===== src/hdl/fes_consts.vh =====
/*
  Constants of the erase-all / status-check flash controller: register
  offsets, field positions, reset values, command codes, timing counts.
  Assumes a 250 MHz system clock and a byte-wide asynchronous flash.
*/
`ifndef FES_CONSTS_VH
`define FES_CONSTS_VH

// ***********************************************************
// register offsets (byte addresses)
// ***********************************************************
`define FES_OFF_CTRL 4'h0
`define FES_OFF_CFG 4'h4
`define FES_OFF_STAT 4'h8
`define FES_OFF_FSTAT 4'hC

// ***********************************************************
// control and config fields
// ***********************************************************
`define FES_CTRL_ERASE 0
`define FES_CTRL_ARRAY 1
`define FES_CTRL_CHECK 2
`define FES_CTRL_CLEAR 3
`define FES_CFG_EACH 0
`define FES_CFG_CODE_LSB 8
`define FES_CFG_EACH_RST 1'h1
`define FES_CFG_CODE_RST 8'h00

// ***********************************************************
// status fields
// ***********************************************************
`define FES_ST_BUSY 0
`define FES_ST_DONE 1
`define FES_ST_ERASE_ERR 2
`define FES_ST_SEQ_ERR 3
`define FES_ST_VPP_LOW 4
`define FES_ST_PEND 5
`define FES_ST_CNT_LSB 8

// ***********************************************************
// flash status byte bits and command codes
// ***********************************************************
`define FES_FS_READY 7
`define FES_FS_ERR_HI 5
`define FES_FS_ERR_LO 4
`define FES_FS_VPP 3
`define FES_CMD_ERASE_ALL 8'hA7
`define FES_CMD_CONFIRM 8'hD0
`define FES_CMD_READ_ARRAY 8'hFF

// ***********************************************************
// timing
// ***********************************************************
`define FES_CLK_PERIOD_NS 4
`define FES_SETUP_NS 20
`define FES_PULSE_NS 120
`define FES_RECOV_NS 40
// cycle counts: the ns figures above rounded up to whole clocks
`define FES_SETUP_CYC 8'h05
`define FES_PULSE_CYC 8'h1E
`define FES_RECOV_CYC 8'h0A

`endif


===== src/hdl/fes_ctrl.v =====
/*
  Host controller for a byte-wide flash: erase-all sequence, status
  polling, full status check, status clear and return to read array,
  ordered by software through a classic Wishbone slave.
  Assumes synchronous pins on clk_i and a bench that resolves dq.
*/
`default_nettype none
`include "fes_consts.vh"

module fes_ctrl #(
  parameter ADDR_W = 16,
  parameter [7:0] SETUP_CYC = `FES_SETUP_CYC,
  parameter [7:0] PULSE_CYC = `FES_PULSE_CYC,
  parameter [7:0] RECOV_CYC = `FES_RECOV_CYC
) (
  input wire clk_i,                 // system clock
  input wire rst_i,                 // synchronous reset
  input wire wb_cyc_i,              // bus cycle
  input wire wb_stb_i,              // strobe
  input wire wb_we_i,               // write
  input wire [3:0] wb_adr_i,        // byte address
  input wire [3:0] wb_sel_i,        // byte lanes
  input wire [31:0] wb_dat_i,       // write data
  output reg [31:0] wb_dat_o,       // read data
  output reg wb_ack_o,              // acknowledge
  output wire [ADDR_W-1:0] fl_a_o,  // flash address
  input wire [7:0] fl_dq_i,         // flash data in
  output wire [7:0] fl_dq_o,        // flash data out
  output wire fl_dq_oe_n_o,         // low while driving
  output wire fl_ce_n_o,            // chip enable
  output wire fl_oe_n_o,            // output enable
  output wire fl_we_n_o             // write enable
);

  localparam [6:0] S_IDLE = 7'h01;
  localparam [6:0] S_CLR = 7'h02;
  localparam [6:0] S_ERA = 7'h04;
  localparam [6:0] S_CONF = 7'h08;
  localparam [6:0] S_POLL = 7'h10;
  localparam [6:0] S_ARRAY = 7'h20;
  localparam [6:0] S_WAIT = 7'h40;

  // ***********************************************************
  // state
  // ***********************************************************
  reg [6:0] state_reg, state_next;
  reg [6:0] after_reg, after_next;
  reg launch_reg, launch_next;
  reg op_wr_reg, op_wr_next;
  reg [7:0] op_data_reg, op_data_next;
  reg eval_reg, eval_next;
  reg [7:0] fstat_reg, fstat_next;
  reg erase_err_reg, erase_err_next;
  reg seq_err_reg, seq_err_next;
  reg vpp_low_reg, vpp_low_next;
  reg pend_reg, pend_next;
  reg done_reg, done_next;
  reg [7:0] cnt_reg, cnt_next;
  reg each_reg;
  reg [7:0] clr_code_reg;

  wire [7:0] rd_byte;
  wire op_done;
  wire st_ready, st_erase_err, st_seq_err, st_vpp_low, st_any_err;

  // ***********************************************************
  // bus decode
  // ***********************************************************
  function is_off;
    input [3:0] adr;
    input [3:0] off;
    begin
      is_off = (adr[3:2] == off[3:2]);
    end
  endfunction

  wire bus_req = wb_cyc_i & wb_stb_i & ~wb_ack_o;
  wire bus_wr = bus_req & wb_we_i;
  wire ctrl_wr = bus_wr & wb_sel_i[0] & is_off(wb_adr_i, `FES_OFF_CTRL);
  wire busy = (state_reg != S_IDLE);
  wire cmd_ok = ctrl_wr & ~busy;
  wire cmd_erase = cmd_ok & wb_dat_i[`FES_CTRL_ERASE];
  wire cmd_array = cmd_ok & wb_dat_i[`FES_CTRL_ARRAY];
  wire cmd_check = cmd_ok & wb_dat_i[`FES_CTRL_CHECK];
  wire cmd_clear = cmd_ok & wb_dat_i[`FES_CTRL_CLEAR];

  // ***********************************************************
  // sub-blocks
  // ***********************************************************
  fes_strobe #(
    .SETUP_CYC(SETUP_CYC),
    .PULSE_CYC(PULSE_CYC),
    .RECOV_CYC(RECOV_CYC)
  ) u_fes_strobe (
    .clk_i(clk_i),
    .rst_i(rst_i),
    .start_i(launch_reg),
    .wr_i(op_wr_reg),
    .data_i(op_data_reg),
    .dq_i(fl_dq_i),
    .dq_o(fl_dq_o),
    .dq_oe_n_o(fl_dq_oe_n_o),
    .ce_n_o(fl_ce_n_o),
    .oe_n_o(fl_oe_n_o),
    .we_n_o(fl_we_n_o),
    .rd_data_o(rd_byte),
    .done_o(op_done)
  );

  fes_status_eval u_fes_status_eval (
    .status_i(rd_byte),
    .ready_o(st_ready),
    .erase_err_o(st_erase_err),
    .seq_err_o(st_seq_err),
    .vpp_low_o(st_vpp_low),
    .any_err_o(st_any_err)
  );

  // address is a don't-care for every cycle issued here
  assign fl_a_o = {ADDR_W{1'b0}};

  // ***********************************************************
  // sequencer
  // ***********************************************************
  always @* begin
    state_next = state_reg;
    after_next = after_reg;
    launch_next = 1'b0;
    op_wr_next = op_wr_reg;
    op_data_next = op_data_reg;
    eval_next = eval_reg;
    fstat_next = fstat_reg;
    erase_err_next = erase_err_reg;
    seq_err_next = seq_err_reg;
    vpp_low_next = vpp_low_reg;
    pend_next = pend_reg;
    done_next = done_reg;
    cnt_next = cnt_reg;
    case (state_reg)
      S_IDLE: begin
        if (cmd_ok) begin
          done_next = 1'b0;
        end
        if (cmd_erase) begin
          eval_next = each_reg;
          launch_next = 1'b1;
          if (pend_reg) begin
            state_next = S_CLR;
            after_next = S_ERA;
            op_wr_next = 1'b1;
            op_data_next = clr_code_reg;
          end else begin
            state_next = S_ERA;
            op_wr_next = 1'b1;
            op_data_next = `FES_CMD_ERASE_ALL;
          end
        end else if (cmd_check) begin
          state_next = S_POLL;
          eval_next = 1'b1;
          launch_next = 1'b1;
          op_wr_next = 1'b0;
        end else if (cmd_clear) begin
          state_next = S_CLR;
          after_next = S_IDLE;
          launch_next = 1'b1;
          op_wr_next = 1'b1;
          op_data_next = clr_code_reg;
        end else if (cmd_array) begin
          state_next = S_ARRAY;
          launch_next = 1'b1;
          op_wr_next = 1'b1;
          op_data_next = `FES_CMD_READ_ARRAY;
        end
      end
      S_CLR: begin
        if (op_done) begin
          pend_next = 1'b0;
          erase_err_next = 1'b0;
          seq_err_next = 1'b0;
          vpp_low_next = 1'b0;
          if (after_reg == S_ERA) begin
            state_next = S_ERA;
            launch_next = 1'b1;
            op_data_next = `FES_CMD_ERASE_ALL;
          end else begin
            state_next = S_IDLE;
            done_next = 1'b1;
          end
        end
      end
      S_ERA: begin
        if (op_done) begin
          state_next = S_CONF;
          launch_next = 1'b1;
          op_data_next = `FES_CMD_CONFIRM;
        end
      end
      S_CONF: begin
        if (op_done) begin
          state_next = S_POLL;
          launch_next = 1'b1;
          op_wr_next = 1'b0;
          cnt_next = cnt_reg + 8'h01;
        end
      end
      S_POLL: begin
        if (op_done) begin
          fstat_next = rd_byte;
          if (st_ready) begin
            state_next = S_IDLE;
            done_next = 1'b1;
            if (eval_reg) begin
              erase_err_next = st_erase_err;
              seq_err_next = st_seq_err;
              vpp_low_next = st_vpp_low;
              pend_next = st_any_err;
              cnt_next = 8'h00;
            end
          end else begin
            launch_next = 1'b1;
          end
        end
      end
      S_ARRAY: begin
        if (op_done) begin
          state_next = S_IDLE;
          done_next = 1'b1;
        end
      end
      default: begin
        state_next = S_IDLE;
      end
    endcase
  end

  always @(posedge clk_i) begin
    if (rst_i) begin
      state_reg <= S_IDLE;
      after_reg <= S_IDLE;
      launch_reg <= 1'b0;
      op_wr_reg <= 1'b0;
      op_data_reg <= 8'h00;
      eval_reg <= 1'b0;
      fstat_reg <= 8'h00;
      erase_err_reg <= 1'b0;
      seq_err_reg <= 1'b0;
      vpp_low_reg <= 1'b0;
      pend_reg <= 1'b0;
      done_reg <= 1'b0;
      cnt_reg <= 8'h00;
    end else begin
      state_reg <= state_next;
      after_reg <= after_next;
      launch_reg <= launch_next;
      op_wr_reg <= op_wr_next;
      op_data_reg <= op_data_next;
      eval_reg <= eval_next;
      fstat_reg <= fstat_next;
      erase_err_reg <= erase_err_next;
      seq_err_reg <= seq_err_next;
      vpp_low_reg <= vpp_low_next;
      pend_reg <= pend_next;
      done_reg <= done_next;
      cnt_reg <= cnt_next;
    end
  end

  // ***********************************************************
  // config register
  // ***********************************************************
  always @(posedge clk_i) begin
    if (rst_i) begin
      each_reg <= `FES_CFG_EACH_RST;
      clr_code_reg <= `FES_CFG_CODE_RST;
    end else if (bus_wr & is_off(wb_adr_i, `FES_OFF_CFG)) begin
      if (wb_sel_i[0]) begin
        each_reg <= wb_dat_i[`FES_CFG_EACH];
      end
      if (wb_sel_i[1]) begin
        clr_code_reg <= wb_dat_i[`FES_CFG_CODE_LSB +: 8];
      end
    end
  end

  // ***********************************************************
  // bus answer
  // ***********************************************************
  always @(posedge clk_i) begin
    if (rst_i) begin
      wb_ack_o <= 1'b0;
      wb_dat_o <= 32'h00000000;
    end else begin
      wb_ack_o <= bus_req;
      wb_dat_o <= 32'h00000000;
      if (bus_req & ~wb_we_i) begin
        if (is_off(wb_adr_i, `FES_OFF_CFG)) begin
          wb_dat_o[`FES_CFG_EACH] <= each_reg;
          wb_dat_o[`FES_CFG_CODE_LSB +: 8] <= clr_code_reg;
        end else if (is_off(wb_adr_i, `FES_OFF_STAT)) begin
          wb_dat_o[`FES_ST_BUSY] <= busy;
          wb_dat_o[`FES_ST_DONE] <= done_reg;
          wb_dat_o[`FES_ST_ERASE_ERR] <= erase_err_reg;
          wb_dat_o[`FES_ST_SEQ_ERR] <= seq_err_reg;
          wb_dat_o[`FES_ST_VPP_LOW] <= vpp_low_reg;
          wb_dat_o[`FES_ST_PEND] <= pend_reg;
          wb_dat_o[`FES_ST_CNT_LSB +: 8] <= cnt_reg;
        end else if (is_off(wb_adr_i, `FES_OFF_FSTAT)) begin
          wb_dat_o[7:0] <= fstat_reg;
        end
      end
    end
  end

endmodule // fes_ctrl
`default_nettype wire


===== src/hdl/fes_status_eval.v =====
/*
  Decoder of the flash status byte into ready and error flags.
  Assumes the byte was captured from a completed status read.
*/
`default_nettype none
`include "fes_consts.vh"

module fes_status_eval (
  input wire [7:0] status_i, // captured status byte
  output wire ready_o,       // state machine ready
  output wire erase_err_o,   // erase failed
  output wire seq_err_o,     // invalid command sequence
  output wire vpp_low_o,     // programming supply low
  output wire any_err_o      // some error bit set
);

  assign ready_o = status_i[`FES_FS_READY];
  assign erase_err_o = status_i[`FES_FS_ERR_HI] |
                       status_i[`FES_FS_ERR_LO];
  assign seq_err_o = status_i[`FES_FS_ERR_HI] &
                     status_i[`FES_FS_ERR_LO];
  assign vpp_low_o = status_i[`FES_FS_VPP];
  assign any_err_o = erase_err_o | vpp_low_o;

endmodule // fes_status_eval
`default_nettype wire


===== src/hdl/fes_strobe.v =====
/*
  One asynchronous flash bus cycle, write or read, with timed strobes.
  Assumes start_i is a one-cycle pulse given only while idle.
*/
`default_nettype none
`include "fes_consts.vh"

module fes_strobe #(
  parameter [7:0] SETUP_CYC = `FES_SETUP_CYC,
  parameter [7:0] PULSE_CYC = `FES_PULSE_CYC,
  parameter [7:0] RECOV_CYC = `FES_RECOV_CYC
) (
  input wire clk_i,           // system clock
  input wire rst_i,           // synchronous reset
  input wire start_i,         // begin a cycle
  input wire wr_i,            // 1 write, 0 read
  input wire [7:0] data_i,    // write byte
  input wire [7:0] dq_i,      // flash data in
  output reg [7:0] dq_o,      // flash data out
  output reg dq_oe_n_o,       // low while driving
  output reg ce_n_o,          // chip enable
  output reg oe_n_o,          // output enable
  output reg we_n_o,          // write enable
  output reg [7:0] rd_data_o, // sampled byte
  output reg done_o           // cycle finished
);

  localparam [3:0] S_IDLE = 4'h1;
  localparam [3:0] S_SETUP = 4'h2;
  localparam [3:0] S_PULSE = 4'h4;
  localparam [3:0] S_RECOV = 4'h8;

  reg [3:0] state_reg;
  reg [7:0] cnt_reg;
  reg wr_reg;

  // ***********************************************************
  // strobe sequencer
  // ***********************************************************
  always @(posedge clk_i) begin
    if (rst_i) begin
      state_reg <= S_IDLE;
      cnt_reg <= 8'h00;
      wr_reg <= 1'b0;
      dq_o <= 8'h00;
      dq_oe_n_o <= 1'b1;
      ce_n_o <= 1'b1;
      oe_n_o <= 1'b1;
      we_n_o <= 1'b1;
      rd_data_o <= 8'h00;
      done_o <= 1'b0;
    end else begin
      done_o <= 1'b0;
      cnt_reg <= cnt_reg + 8'h01;
      case (state_reg)
        S_IDLE: begin
          cnt_reg <= 8'h00;
          if (start_i) begin
            state_reg <= S_SETUP;
            wr_reg <= wr_i;
            dq_o <= data_i;
            dq_oe_n_o <= ~wr_i;
            ce_n_o <= 1'b0;
          end
        end
        S_SETUP: begin
          if (cnt_reg + 8'h01 >= SETUP_CYC) begin
            state_reg <= S_PULSE;
            cnt_reg <= 8'h00;
            we_n_o <= ~wr_reg;
            oe_n_o <= wr_reg;
          end
        end
        S_PULSE: begin
          if (cnt_reg + 8'h01 >= PULSE_CYC) begin
            state_reg <= S_RECOV;
            cnt_reg <= 8'h00;
            we_n_o <= 1'b1;
            oe_n_o <= 1'b1;
            ce_n_o <= 1'b1;
            if (!wr_reg) begin
              rd_data_o <= dq_i;
            end
          end
        end
        S_RECOV: begin
          dq_oe_n_o <= 1'b1;
          if (cnt_reg + 8'h01 >= RECOV_CYC) begin
            state_reg <= S_IDLE;
            done_o <= 1'b1;
          end
        end
        default: begin
          state_reg <= S_IDLE;
        end
      endcase
    end
  end

endmodule // fes_strobe
`default_nettype wire


===== config.mk =====
export PLATFORM = sky130hd
export DESIGN_NAME = fes_ctrl
export DESIGN_NICKNAME = d
export VERILOG_FILES = /design/src/hdl/fes_ctrl.v /design/src/hdl/fes_status_eval.v /design/src/hdl/fes_strobe.v
export VERILOG_INCLUDE_DIRS = /design/src /design/src/hdl
export SDC_FILE = /design/constraint.sdc
export NUM_CORES = 1
export LEC_CHECK = 0
export BUFFER_PORTS_ARGS = -buffer_cell sky130_fd_sc_hd__buf_4
export CAP_MARGIN = 20
export CORE_MARGIN = 5
export CORE_UTILIZATION = 48
export CTS_CLUSTER_SIZE = 16
export DETAILED_ROUTE_END_ITERATION = 7
export PLACE_DENSITY = 0.74
export SYNTH_ARGS = -nofsm -noshare
export SYNTH_HDL_FRONTEND = slang
export SYNTH_SLANG_ARGS = --single-unit

===== constraint.sdc =====
create_clock -name clk_i -period 2.3 [get_ports clk_i]
set_input_delay 0.345 -clock clk_i [delete_from_list [all_inputs] [get_ports clk_i]]
set_output_delay 0.345 -clock clk_i [all_outputs]
set_load 0.02 [all_outputs]

==> results of run 1 <==
## placed cells by master, fill, tap and decap left out, drive strengths merged, types with 7 or more instances in the layout
cell type and count:
conb 32, o31ai 7, o21ai 18, nor3 9
inv 13, a21oi 44, nand2 63, a22oi 9
and3 8, xor2 8, buf 76, dfxtp 100
nand2b 7, mux2i 27, nand3 29, nor2 56
clkbuf 10
## final timing paths
kind | startpoint | end | slack, ns
setup / recovery | state_reg[5] | cnt_reg[7] | 0.12
hold / removal | rst_i | u_fes_strobe.state_reg[2] | 0.23
setup reg to reg | state_reg[5] | cnt_reg[7] | 0.12
hold reg to reg | fstat_reg[6] | fstat_reg[6] | 0.46
## kinds of logic (layout without fill, tap and decap cells)
logic type | Yosys count | in the layout | share of synthesized area (%)
xor+xnor | 10 | 10 | 1.85
simple gates | 217 | 217 | 22.8
flops | 100 | 100 | 42.3
fa+ha+maj | 5 | 5 | 1.32
mux | 27 | 27 | 5.72
buf+inv | 70 | 103 | 8.34
compound gates | 125 | 125 | 17.5
other cells | 1 | 32 | 0.0793
## worst max-delay path: cells and delay by family, from the launching register on
kind / cells / cell delay, ns
simple gates: 2 / 0.71
flops: 1 / 0.61
buf+inv: 1 / 0.16
compound gates: 3 / 0.63
## layout make-up
class                           instances  share of cell area, %
Clock buffer                           10                   2.54
Clock inverter                          6                  0.853
Inverter                               11                  0.761
Multi-Input combinational cell        416                   45.4
Sequential cell                       100                   36.9
Tap cell                              133                   3.07
Timing Repair Buffer                   76                   10.5
## per-stage QoR
step | instance area, sq um | total power [mW] | cells | hold slack (ns) | setup WS, ns
4_1_cts | 5410 | 3.26 | 752 | 0.220 | 0.0923
5_1_grt | 5430 | 3.40 | 752 | 0.214 | 0.0243
2_1_floorplan | 4840 | 2.16 | 586 | 0.431 | 0.152
6_report | 5430 | 3.25 | 752 | 0.225 | 0.117
3_5_place_dp | 5230 | 2.23 | 736 | 0.445 | 0.104
3_3_place_gp | 5230 | 2.22 | 736 | 0.441 | 0.143
## layer usage
layer,vias to the layer above,track usage [%],routed length [um]
li1,2029,-,-
met3,11,3.79,674
met4,0,4.99,123
met1,1968,24.9,4920
met5,-,0,0
met2,136,31.7,5470
## power by group
| group | internal, mW | switching (mW) | total [mW] | leakage [nW] |
|---|---|---|---|---|
| clock | 0.430 | 0.612 | 1.04 | 0.0893 |
| combinational | 0.155 | 0.264 | 0.419 | 1.20 |
| sequential | 1.75 | 0.0340 | 1.78 | 0.807 |
| total | 2.34 | 0.910 | 3.25 | 2.10 |
==> summary.txt, run 1 <==
Run status
  • Status: finished, final reports clean

Pwr
  • Leakage: 2.10 nW
  • Maximum VDD drop: 0.309 mV
  • Cell area power density: 598 nW/um^2

Timing
  • Unrepaired setup endpoints after global routing: false
  • Slew headroom: 50.2%
  • Period minus WS final: 2.18 ns
  • Final hold viol count: 0
  • FMAX: ~0.46 GHz
  • Post-Route Setup TNS: 0 ns
  • Worst Tran Pin Value: 0.737 ns
  • Slew Limit Fails: 0
  • # setup viols final: 0
  • Worst Clk Skew: roughly 0.0085 ns
  • Final period utilization: 94.9%

Clock network
  • Clock Pin Slew Worst Setup and Hold Paths: 0.09 ns
  • CTS tree: built
  • Post-cts resize count: 0
  • # Post-CTS Setup Buffers: 0
  • Root Buffer: clkbuf_8
  • TritonCTS Buffers: 9
  • TritonCTS Sinks: 100
  • Hold buffers post-CTS: 0
  • Worst skew pair latency: 0.36 ns
  • Longest Clk Path Bufs: 2
  • # H-tree levels: 3

Worst setup path
  • CP peak stage delay: 0.61 ns
  • CP required: between 2 and 3 ns
  • Critical setup path kind: flop to flop
  • Crit start category: flop
  • CP endpoint kind: flop
  • Critical path's slowest cell: dfxtp_1
  • Worst Path Max Fanout: 11
  • Depth of the worst register-to-register path: 6
  • Most used cell, CP: or4_1
  • Crit-path cells: or4_1, o31ai_1, buf_4, a2111o_1, or4_1, a21oi_1
  • Crit path DAT: 2.48 ns

Min path
  • HP Class: primary input to flop
  • Hold Path Depth: 2

Run
  • Max-cap violations: 0

Routing
  • Residual DRC: 0
  • Via density: 5.51
  • DRT Pass-1 Iters: 5
  • Routed wire per std cell: 14.9 um
  • ANT nets after route: 0
  • Total wire length: ~11000 um
  • Starting DRC count in detailed routing: 321
  • Via count: 4144

Floorplan
  • Initial Util: 48.8%
  • # IOs: 114
  • Placeable core area: 9680 sq um
  • Die Footprint: between 10000 and 15000 sq um
  • Die Span Y: approximately 110 um
  • Standard-cell rows: 36
  • Die extent in x: 109 um

Global route
  • Global Route Usage Sum: 18.9%
  • Largest net degree at the start of global routing: 60
  • Vias in the first global route: 3898
  • First-pass GRT wire length: 18200 um
  • Total gr overflow: 0
  • Initial antenna violation count: 0

Finish
  • Layout Nets: 672
  • Layout cells sized above 1: 17.3%
  • Top reg by flops: wb_dat_o
  • Register area: 2000 sq um
  • Area grow syn2layout: 14.8%
  • Area of the multi-input gates: between 2000 and 2500 sq um
  • Max reg flops: 16
  • Number of fill cells: ~900
  • Antenna cells: 0
  • Final core occ: 56.0%

Yosys
  • Synth area leaders: dfxtp_1 42%, mux2i_1 5.7%, buf_4 5.1%
  • Seq/Total Area, Yosys: 42.3%
  • Yosys top cell area share: a little over two fifths
  • Post-synth EDFFs: 0
  • Mapped Area: 4730 sq um
  • Main synth FF type: dfxtp_1
  • Yosys Warn Count: 0
  • Mean Syn Cell Area: roughly 8.5 sq um
  • Register bit count reported by yosys: 100
  • Area leader, netlist: dfxtp_1
  • Yosys cell types: 66
  • Count leader, synth: dfxtp_1
  • Commonest cells post-synth: 100 x dfxtp_1, 62 x nand2_1, 56 x nor2_1, 44 x a21oi_1, 32 x buf_4
  • Asr flop ratio synth: 0%
  • Cells after synthesis: 555

Placed design
  • HPWL after DPL: 8420 um
  • GP Congestion: 0.887
  • PortBufs: 57
No activity file was read; power rests on OpenSTA's default activity.
==> run 2: changes to the inputs <==
--- a/config.mk
+++ b/config.mk
@@ -9,10 +9,11 @@
 export BUFFER_PORTS_ARGS = -buffer_cell sky130_fd_sc_hd__buf_4
 export CAP_MARGIN = 20
 export CORE_MARGIN = 5
-export CORE_UTILIZATION = 48
+export CORE_UTILIZATION = 32
 export CTS_CLUSTER_SIZE = 16
 export DETAILED_ROUTE_END_ITERATION = 7
-export PLACE_DENSITY = 0.74
+export PLACE_DENSITY = 0.52
 export SYNTH_ARGS = -nofsm -noshare
 export SYNTH_HDL_FRONTEND = slang
+export SYNTH_HIERARCHICAL = 1
 export SYNTH_SLANG_ARGS = --single-unit
==> constraint.sdc (replaced) <==
create_clock -name clk_i -period 1.95 [get_ports clk_i]
set_input_delay 0.2925 -clock clk_i [delete_from_list [all_inputs] [get_ports clk_i]]
set_output_delay 0.2925 -clock clk_i [all_outputs]
set_load 0.02 [all_outputs]
==> run 2 against run 1 <==
Against the previous run:
- the flow now finishes with violations (setup timing)
- synthesized area grew 0.77%
- final cell count grew 14%
- hold slack lost 0.040 ns
- flip-flop and latch count is the same
- power grew 56%
- global-route usage shrank 4.7 points
- sequential share of layout area shrank 5.1 points
- highest routed layer unchanged
- count of clock-buffer cells in the layout is the same
- final area grew 17%
- register-to-register slack lost 0.16 ns
==> summary.txt, run 2 <==
Global route
  • Total gr overflow: 0 (unchanged)
  • Global Route Usage Sum: 14.2% (-4.7 points)
  • Largest net degree at the start of global routing: 54 (-10%)
  • Initial antenna violation count: 0 (unchanged)
  • Vias in the first global route: 4171 (+7.0%)
  • First-pass GRT wire length: 20600 um (+13%)

Clock network
  • Longest Clk Path Bufs: 2 (unchanged)
  • Worst skew pair latency: 0.35 ns (about the same)
  • TritonCTS Sinks: 100 (unchanged)
  • Root Buffer: clkbuf_16
  • Clock Pin Slew Worst Setup and Hold Paths: 0.07 ns (-0.02 ns)
  • CTS tree: built
  • # H-tree levels: 3 (unchanged)
  • TritonCTS Buffers: 9 (unchanged)

Finish
  • Layout Nets: 729 (+8.5%)
  • Area of the multi-input gates: 2690 sq um (+9.0%)
  • Most frequent cells in the layout: 128 x buf_4, 93 x dfxtp_1, 55 x a21oi_1
  • Antenna cells: 0 (unchanged)
  • Register area: 2030 sq um (+1.1%)
  • Number of fill cells: 1433 (+63%)
  • Final core occ: 43.7% (-12 points)
  • Finished Cell Area: 6370 sq um (+17%)
  • Top reg by flops: wb_dat_o
  • Area grow syn2layout: 33.7%
  • Most common cell after layout, fill and taps aside: buf_4
  • Layout cells sized above 1: 30.6% (+13 points)
  • Max reg flops: 16 (unchanged)

Timing
  • Final period utilization: 102% (+7.4 points)
  • Worst Clk Skew: 0.00631 ns (-0.00223 ns)
  • Unrepaired setup endpoints after global routing: true
  • Final hold viol count: 0 (unchanged)
  • Worst Tran Pin Value: 0.518 ns (-0.218 ns)
  • Final Worst Setup Slack: -0.0441 ns (-0.161 ns)
  • # setup viols final: 14 (+14)
  • Slew Limit Fails: 0 (unchanged)
  • Period minus WS final: 1.99 ns (-0.189 ns)
  • FMAX: 0.501 GHz (+9.5%)
  • Slew headroom: 65.1% (+15 points)

Yosys
  • Simple-Gate Fraction of Synth Area: 25.5% (+2.7 points)
  • Mapped Area: 4760 sq um (+0.77%)
  • Register bit count reported by yosys: 100 (unchanged)
  • Largest family of logic cells by synthesized area: simple AND/OR/NAND/NOR gates
  • Main synth FF type: dfxtp_1
  • Yosys Warn Count: 6 (+6)
  • Asr flop ratio synth: 0% (unchanged)
  • Count leader, synth: dfxtp_1
  • Cells after synthesis: 553 (-0.36%)
  • Commonest cells post-synth: 100 x dfxtp_1, 56 x a21oi_1, 55 x nand2_1, 46 x nor2_1, 37 x nand3_1
  • Mux cell area share after synthesis: 2.94% (-2.8 points)
  • Mean Syn Cell Area: 8.62 sq um (+1.1%)
  • Seq/Total Area, Yosys: 42.0% (-0.32 points)
  • Post-synthesis adder-cell area fraction: 1.31% (-0.010 points)
  • Compound-cell area share of the yosys netlist: 18.0% (+0.44 points)
  • Yosys top cell area share: 42.0% (-0.32 points)
  • Post-synth EDFFs: 0 (unchanged)
  • Yosys cell types: 69 (+4.5%)
  • Xor/xnor share of the synthesized area: 1.29% (-0.57 points)
  • Synth area leaders: dfxtp_1 42%, a21oi_1 5.9%, buf_4 5.4%
  • Area leader, netlist: dfxtp_1

Routing
  • Total wire length: 12700 um (+14%)
  • Starting DRC count in detailed routing: 301 (-6.2%)
  • Residual DRC: 0 (unchanged)
  • ANT nets after route: 0 (unchanged)
  • DRT Pass-1 Iters: 5 (unchanged)
  • Via count: 4267 (+3.0%)
  • Routed wire per std cell: 14.8 um (-0.41%)
  • Via density: 4.96 (-10%)

Worst setup path
  • CP endpoint kind: flop
  • Levels on crit path: 9 (+3)
  • Crit-path cells: ha_4, buf_4, or4_4, o31ai_4, buf_4, o21ai_4, buf_12, mux2i_1, nor2_1
  • Worst r2r dst: u_fes_strobe/rd_data_o[5]
  • Top delay family on crit path: simple AND/OR/NAND/NOR gates
  • Depth of the worst register-to-register path: 9 (+3)
  • Worst Path Max Fanout: 8 (-3)
  • Crit path DAT: 2.23 ns (-0.25 ns)
  • Worst setup startpoint: u_fes_strobe/cnt_reg[1]
  • Most used cell, CP: buf_4
  • R2r setup slk: -0.04 ns (-0.16 ns)
  • Critical path's slowest cell: or4_4
  • Critical setup path kind: flop to flop
  • CP peak stage delay: 0.52 ns (-0.09 ns)
  • R2R Path Start: u_fes_strobe/cnt_reg[1]
  • Crit start category: flop
  • WP buf/inv: 3 (+2)
  • CP endpoint: u_fes_strobe/rd_data_o[5]
  • CP required: 2.18 ns (-0.42 ns)

Floorplan
  • Die Footprint: 17400 sq um (+46%)
  • Initial Util: 32.7% (-16 points)
  • # IOs: 114 (unchanged)
  • Die extent in x: 132 um (+21%)
  • Placeable core area: 14600 sq um (+51%)
  • Die Span Y: 132 um (+21%)
  • Standard-cell rows: 44 (+22%)

Pwr
  • Leakage: 2.47 nW (+18%)
  • Maximum VDD drop: 0.542 mV (+76%)
  • Cell area power density: 794 nW/um^2 (+33%)
  • Pwr Total: 5.05 mW (+56%)

Run
  • Max-cap violations: 0 (unchanged)

Placed design
  • PortBufs: 57 (unchanged)
  • GP Congestion: 0.856 (-3.5%)
  • Dpl cell area: 5700 sq um (+8.9%)
  • HPWL after DPL: 9450 um (+12%)

Min path
  • HP Start: fl_dq_i[1]
  • HP Class: primary input to flop
  • Hold Path Depth: 3 (+1)

Run status
  • Status: complete, but fails checks
  • Failing checks: setup timing
==> run 2: cell count changes in the layout (fill, tap and decap cells not counted), moves of 8 or more <==
cell	previous run	this run
nand3_1	29	37
nor2_1	56	44
clkbuf_8	10	0
nand2_1	62	54
buf_4	76	128
mux2i_1	27	14
a21oi_1	43	55
clkbuf_16	0	9
==> run 2: logic make-up (layout without fill, tap and decap cells) <==
family,count (synthesis),in the layout
AO/OA/AOI/OAI,129,129
other,1,32
flip-flops,100,100
XOR/XNOR,7,7
buffers and inverters,71,163
adder cells (fa/ha/maj),5,5
multiplexers,14,14
AND/OR/NAND/NOR,226,226
==> run 2: per-layer routing <==
metal | GRT usage (%) | part of all wire (%) | wire length (um)
met1 | 18.5 | 46 | 5880
met2 | 23.5 | 49 | 6190
met3 | 3.74 | 4.4 | 557
met4 | 3.60 | 0.95 | 121
met5 | 0 | 0 | 0
==> run 2: worst min path at each step <==
| stage | to | slack (ns) |
|---|---|---|
| 2_1_floorplan | wb_ack_o | 0.38 |
| 3_3_place_gp | fstat_reg[5] | 0.45 |
| 3_5_place_dp | u_fes_strobe/dq_o[0] | 0.45 |
| 4_1_cts | u_fes_strobe/rd_data_o[1] | 0.17 |
| 5_1_grt | u_fes_strobe/rd_data_o[1] | 0.17 |
| 6_report | u_fes_strobe/rd_data_o[1] | 0.19 |
==> run 2: repair_timing <==
item                                    CTS  global route
endpoints found under the setup margin   40            37
pin swaps                                 9            18
buffers inserted                          8             9
hold buffers                              0             0
gates resized for setup                  21            39
==> run 2: stage by stage <==
step	TNS [ns]	hold WS (ns)	setup WS (ns)	std cells
floorplan	-0.210	0.380	-0.0209	584
global placement	-2.03	0.446	-0.102	830
detailed placement	-2.67	0.447	-0.134	830
CTS	-0.974	0.168	-0.0810	853
global route	-1.70	0.171	-0.146	860
finish	-0.311	0.185	-0.0441	860
==> run 2: worst reg2reg max path, cell delays in order, from the launching register on <==
cell and delay, ns:
dfxtp_4 0.36, ha_4 0.18, buf_4 0.14, or4_4 0.52, o31ai_4 0.09, buf_4 0.16, o21ai_4 0.06, buf_12 0.15
mux2i_1 0.16, nor2_1 0.06
==> run 2: area by class of cell <==
| class | count | area share (%) |
|---|---|---|
| inverters | 12 | 0.747 |
| clock buffers | 10 | 3.60 |
| clock inverters | 6 | 1.47 |
| repair buffers | 135 | 16.6 |
| well taps | 184 | 3.61 |
| multi-input cells | 413 | 42.2 |
| flip-flops and latches | 100 | 31.8 |
==> run 2: power by group <==
group / internal [mW] / switching (mW) / total, mW
sequential: 2.10 / 0.0807 / 2.18
clock: 1.14 / 0.794 / 1.93
combinational: 0.419 / 0.527 / 0.945
==> run 3: changes to the inputs <==
--- a/config.mk
+++ b/config.mk
@@ -15,5 +15,4 @@
 export PLACE_DENSITY = 0.52
 export SYNTH_ARGS = -nofsm -noshare
 export SYNTH_HDL_FRONTEND = slang
-export SYNTH_HIERARCHICAL = 1
 export SYNTH_SLANG_ARGS = --single-unit
==> run 3 against run 2 <==
Against the previous run:
- the flow still finishes with violations (setup timing)
- first-iteration DRC count decreased by 28%
- final cell count decreased by 0.58%
- clock skew increased by 0.0025 ns
- power decreased by 7.8%
- fmax increased by 1.0%
- clock power about the same
==> summary.txt, run 3 (same netlist as run 1, synthesis figures left out) <==
Clock network
  • Longest Clk Path Bufs: 2 (unchanged)
  • Hold buffers post-CTS: 0 (unchanged)
  • TritonCTS Sinks: 100 (unchanged)
  • # H-tree levels: 3 (unchanged)
  • Clock Pin Slew Worst Setup and Hold Paths: 0.07 ns (about the same)
  • Worst skew pair latency: 0.35 ns (about the same)
  • CTS tree: built
  • Root Buffer: clkbuf_16
  • TritonCTS Buffers: 9 (unchanged)

Routing
  • Total wire length: 12700 um (about the same)
  • M1 WL: 5940 um (+0.97%)
  • Via count: 4252 (-0.35%)
  • DRT Pass-1 Iters: 5 (unchanged)
  • Starting DRC count in detailed routing: 217 (-28%)
  • ANT nets after route: 0 (unchanged)
  • Wire length on met3: 551 um (-1.1%)
  • DR WL met2: 6090 um (-1.5%)
  • Routed wire per std cell: 14.9 um (+0.50%)
  • Residual DRC: 0 (unchanged)
  • Via density: 4.97 (+0.23%)
  • Highest routed layer: met4

Global route
  • Vias in the first global route: 4004 (-4.0%)
  • Total gr overflow: 0 (unchanged)
  • First-pass GRT wire length: 20300 um (-1.2%)
  • Initial antenna violation count: 0 (unchanged)
  • Global Route Usage Sum: 14.1% (-0.057 points)
  • Largest net degree at the start of global routing: 37 (-31%)

Pwr
  • Maximum VDD drop: 0.467 mV (-14%)
  • Cell area power density: 752 nW/um^2 (-5.2%)
  • Leakage: 2.45 nW (-0.95%)

Worst setup path
  • CP required: 2.24 ns (+0.06 ns)
  • Worst r2r dst: cnt_reg[7]
  • Critical setup path kind: flop to flop
  • Depth of the worst register-to-register path: 6 (-3)
  • Crit path DAT: 2.26 ns (+0.03 ns)
  • Worst Path Max Fanout: 6 (-2)
  • Worst setup startpoint: state_reg[2]
  • R2R Path Start: state_reg[2]
  • CP endpoint: cnt_reg[7]
  • R2r setup slk: -0.02 ns (+0.02 ns)
  • Crit start category: flop
  • CP endpoint kind: flop

Timing
  • FMAX: 0.507 GHz (+1.0%)
  • Post-Route Setup TNS: -0.0239 ns (+0.287 ns)
  • # setup viols final: 2 (-12)
  • Slew Limit Fails: 0 (unchanged)
  • Final hold slack: 0.198 ns (+0.0127 ns)
  • Period minus WS final: 1.97 ns (-0.0206 ns)
  • Unrepaired setup endpoints after global routing: true
  • Final hold viol count: 0 (unchanged)
  • Final period utilization: 101% (-1.1 points)
  • Slew headroom: 63.9% (-1.2 points)
  • Worst Tran Pin Value: 0.540 ns (+0.0215 ns)
  • Final Worst Setup Slack: -0.0235 ns (+0.0206 ns)
  • Worst Clk Skew: 0.00876 ns (+0.00245 ns)

Run status
  • Status: complete, but fails checks
  • Failing checks: setup timing

Min path
  • HP Class: primary input to flop
  • HP Start: wb_dat_i[15]

Finish
  • Layout Nets: 724 (-0.69%)
  • Area grow syn2layout: 31.0%
  • Final core occ: 42.6% (-1.0 points)
  • Max reg flops: 16 (unchanged)
  • Most frequent cells in the layout: 123 x buf_4, 93 x dfxtp_1, 62 x nand2_1
  • Most common cell after layout, fill and taps aside: buf_4
  • Top reg by flops: wb_dat_o
  • Layout cells sized above 1: 26.7% (-3.9 points)
  • Antenna cells: 0 (unchanged)

Floorplan
  • Standard-cell rows: 44 (unchanged)
  • Die Footprint: 17300 sq um (-0.70%)
  • Die extent in x: 132 um (-0.35%)
  • Initial Util: 32.5% (-0.13 points)
  • Placeable core area: 14500 sq um (-0.38%)
  • Die Span Y: 132 um (-0.35%)
  • # IOs: 114 (unchanged)

Placed design
  • DP Worst Slack: -0.133 ns (+0.00176 ns)
  • HPWL after DPL: 9730 um (+2.9%)
  • GP Congestion: 0.887 (+3.6%)
  • PortBufs: 57 (unchanged)

Run
  • Max-cap violations: 0 (unchanged)
## run 3: cell count changes in the layout (fill, tap and decap cells not counted), moves of 8 or more
| cell | change |
|---|---|
| nand2_1 | +8 |
| nor2_1 | +12 |
| a21oi_1 | -13 |
| mux2i_1 | +13 |
| nand3_1 | -8 |
## run 3: area by class of cell
type / instances / area, sq um
Clock inverter: 2 / 38.8
Tap cell: 184 / 230
Inverter: 11 / 41.3
Sequential cell: 100 / 2020
Fill cell: 1501 / 8340
Multi-Input combinational cell: 417 / 2600
Timing Repair Buffer: 127 / 977
Clock buffer: 14 / 285
## run 3: per-stage QoR
stage,instance area [sq um],instances,total power [mW]
finish,6190,855,4.66
global route,6190,855,4.84
CTS,6080,852,4.69
detailed placement,5650,830,2.76
global placement,5650,830,2.75
floorplan,4880,586,2.55
## run 3: power breakdown
| group | switching [mW] | internal, mW |
|---|---|---|
| clock network | 0.757 | 1.15 |
| logic | 0.371 | 0.288 |
| registers | 0.0319 | 2.06 |
| total | 1.16 | 3.50 |
## run 3: how the worst min path moves through the flow
stage                      end  slack (ns)  cells after the start
6_report       clr_code_reg[7]        0.20                      3
3_3_place_gp      fstat_reg[6]        0.44                      2
2_1_floorplan      vpp_low_reg        0.43                      2
5_1_grt        clr_code_reg[2]        0.21                      3
3_5_place_dp      fstat_reg[6]        0.44                      2
4_1_cts        clr_code_reg[7]        0.19                      3
## run 3: what timing repair did
item	CTS	global route
pin swaps	10	7
endpoints found under the setup margin	32	36
setup buffers	6	2
cloned	0	1
resized for setup	13	21
## run 3: layer usage
layer / track usage, % / up-vias
met5: 0 / -
met4: 4.40 / 0
met3: 2.94 / 10
met2: 22.8 / 98
met1: 19.1 / 2006
li1: - / 2138
## run 3: critical path, cell delays in order (launching register included)
cell and delay, ns:
dfxtp_4 0.37, nor4_4 0.30, buf_4 0.16, nand2_2 0.05
a2111o_1 0.43, or4_1 0.48, a21oi_1 0.12
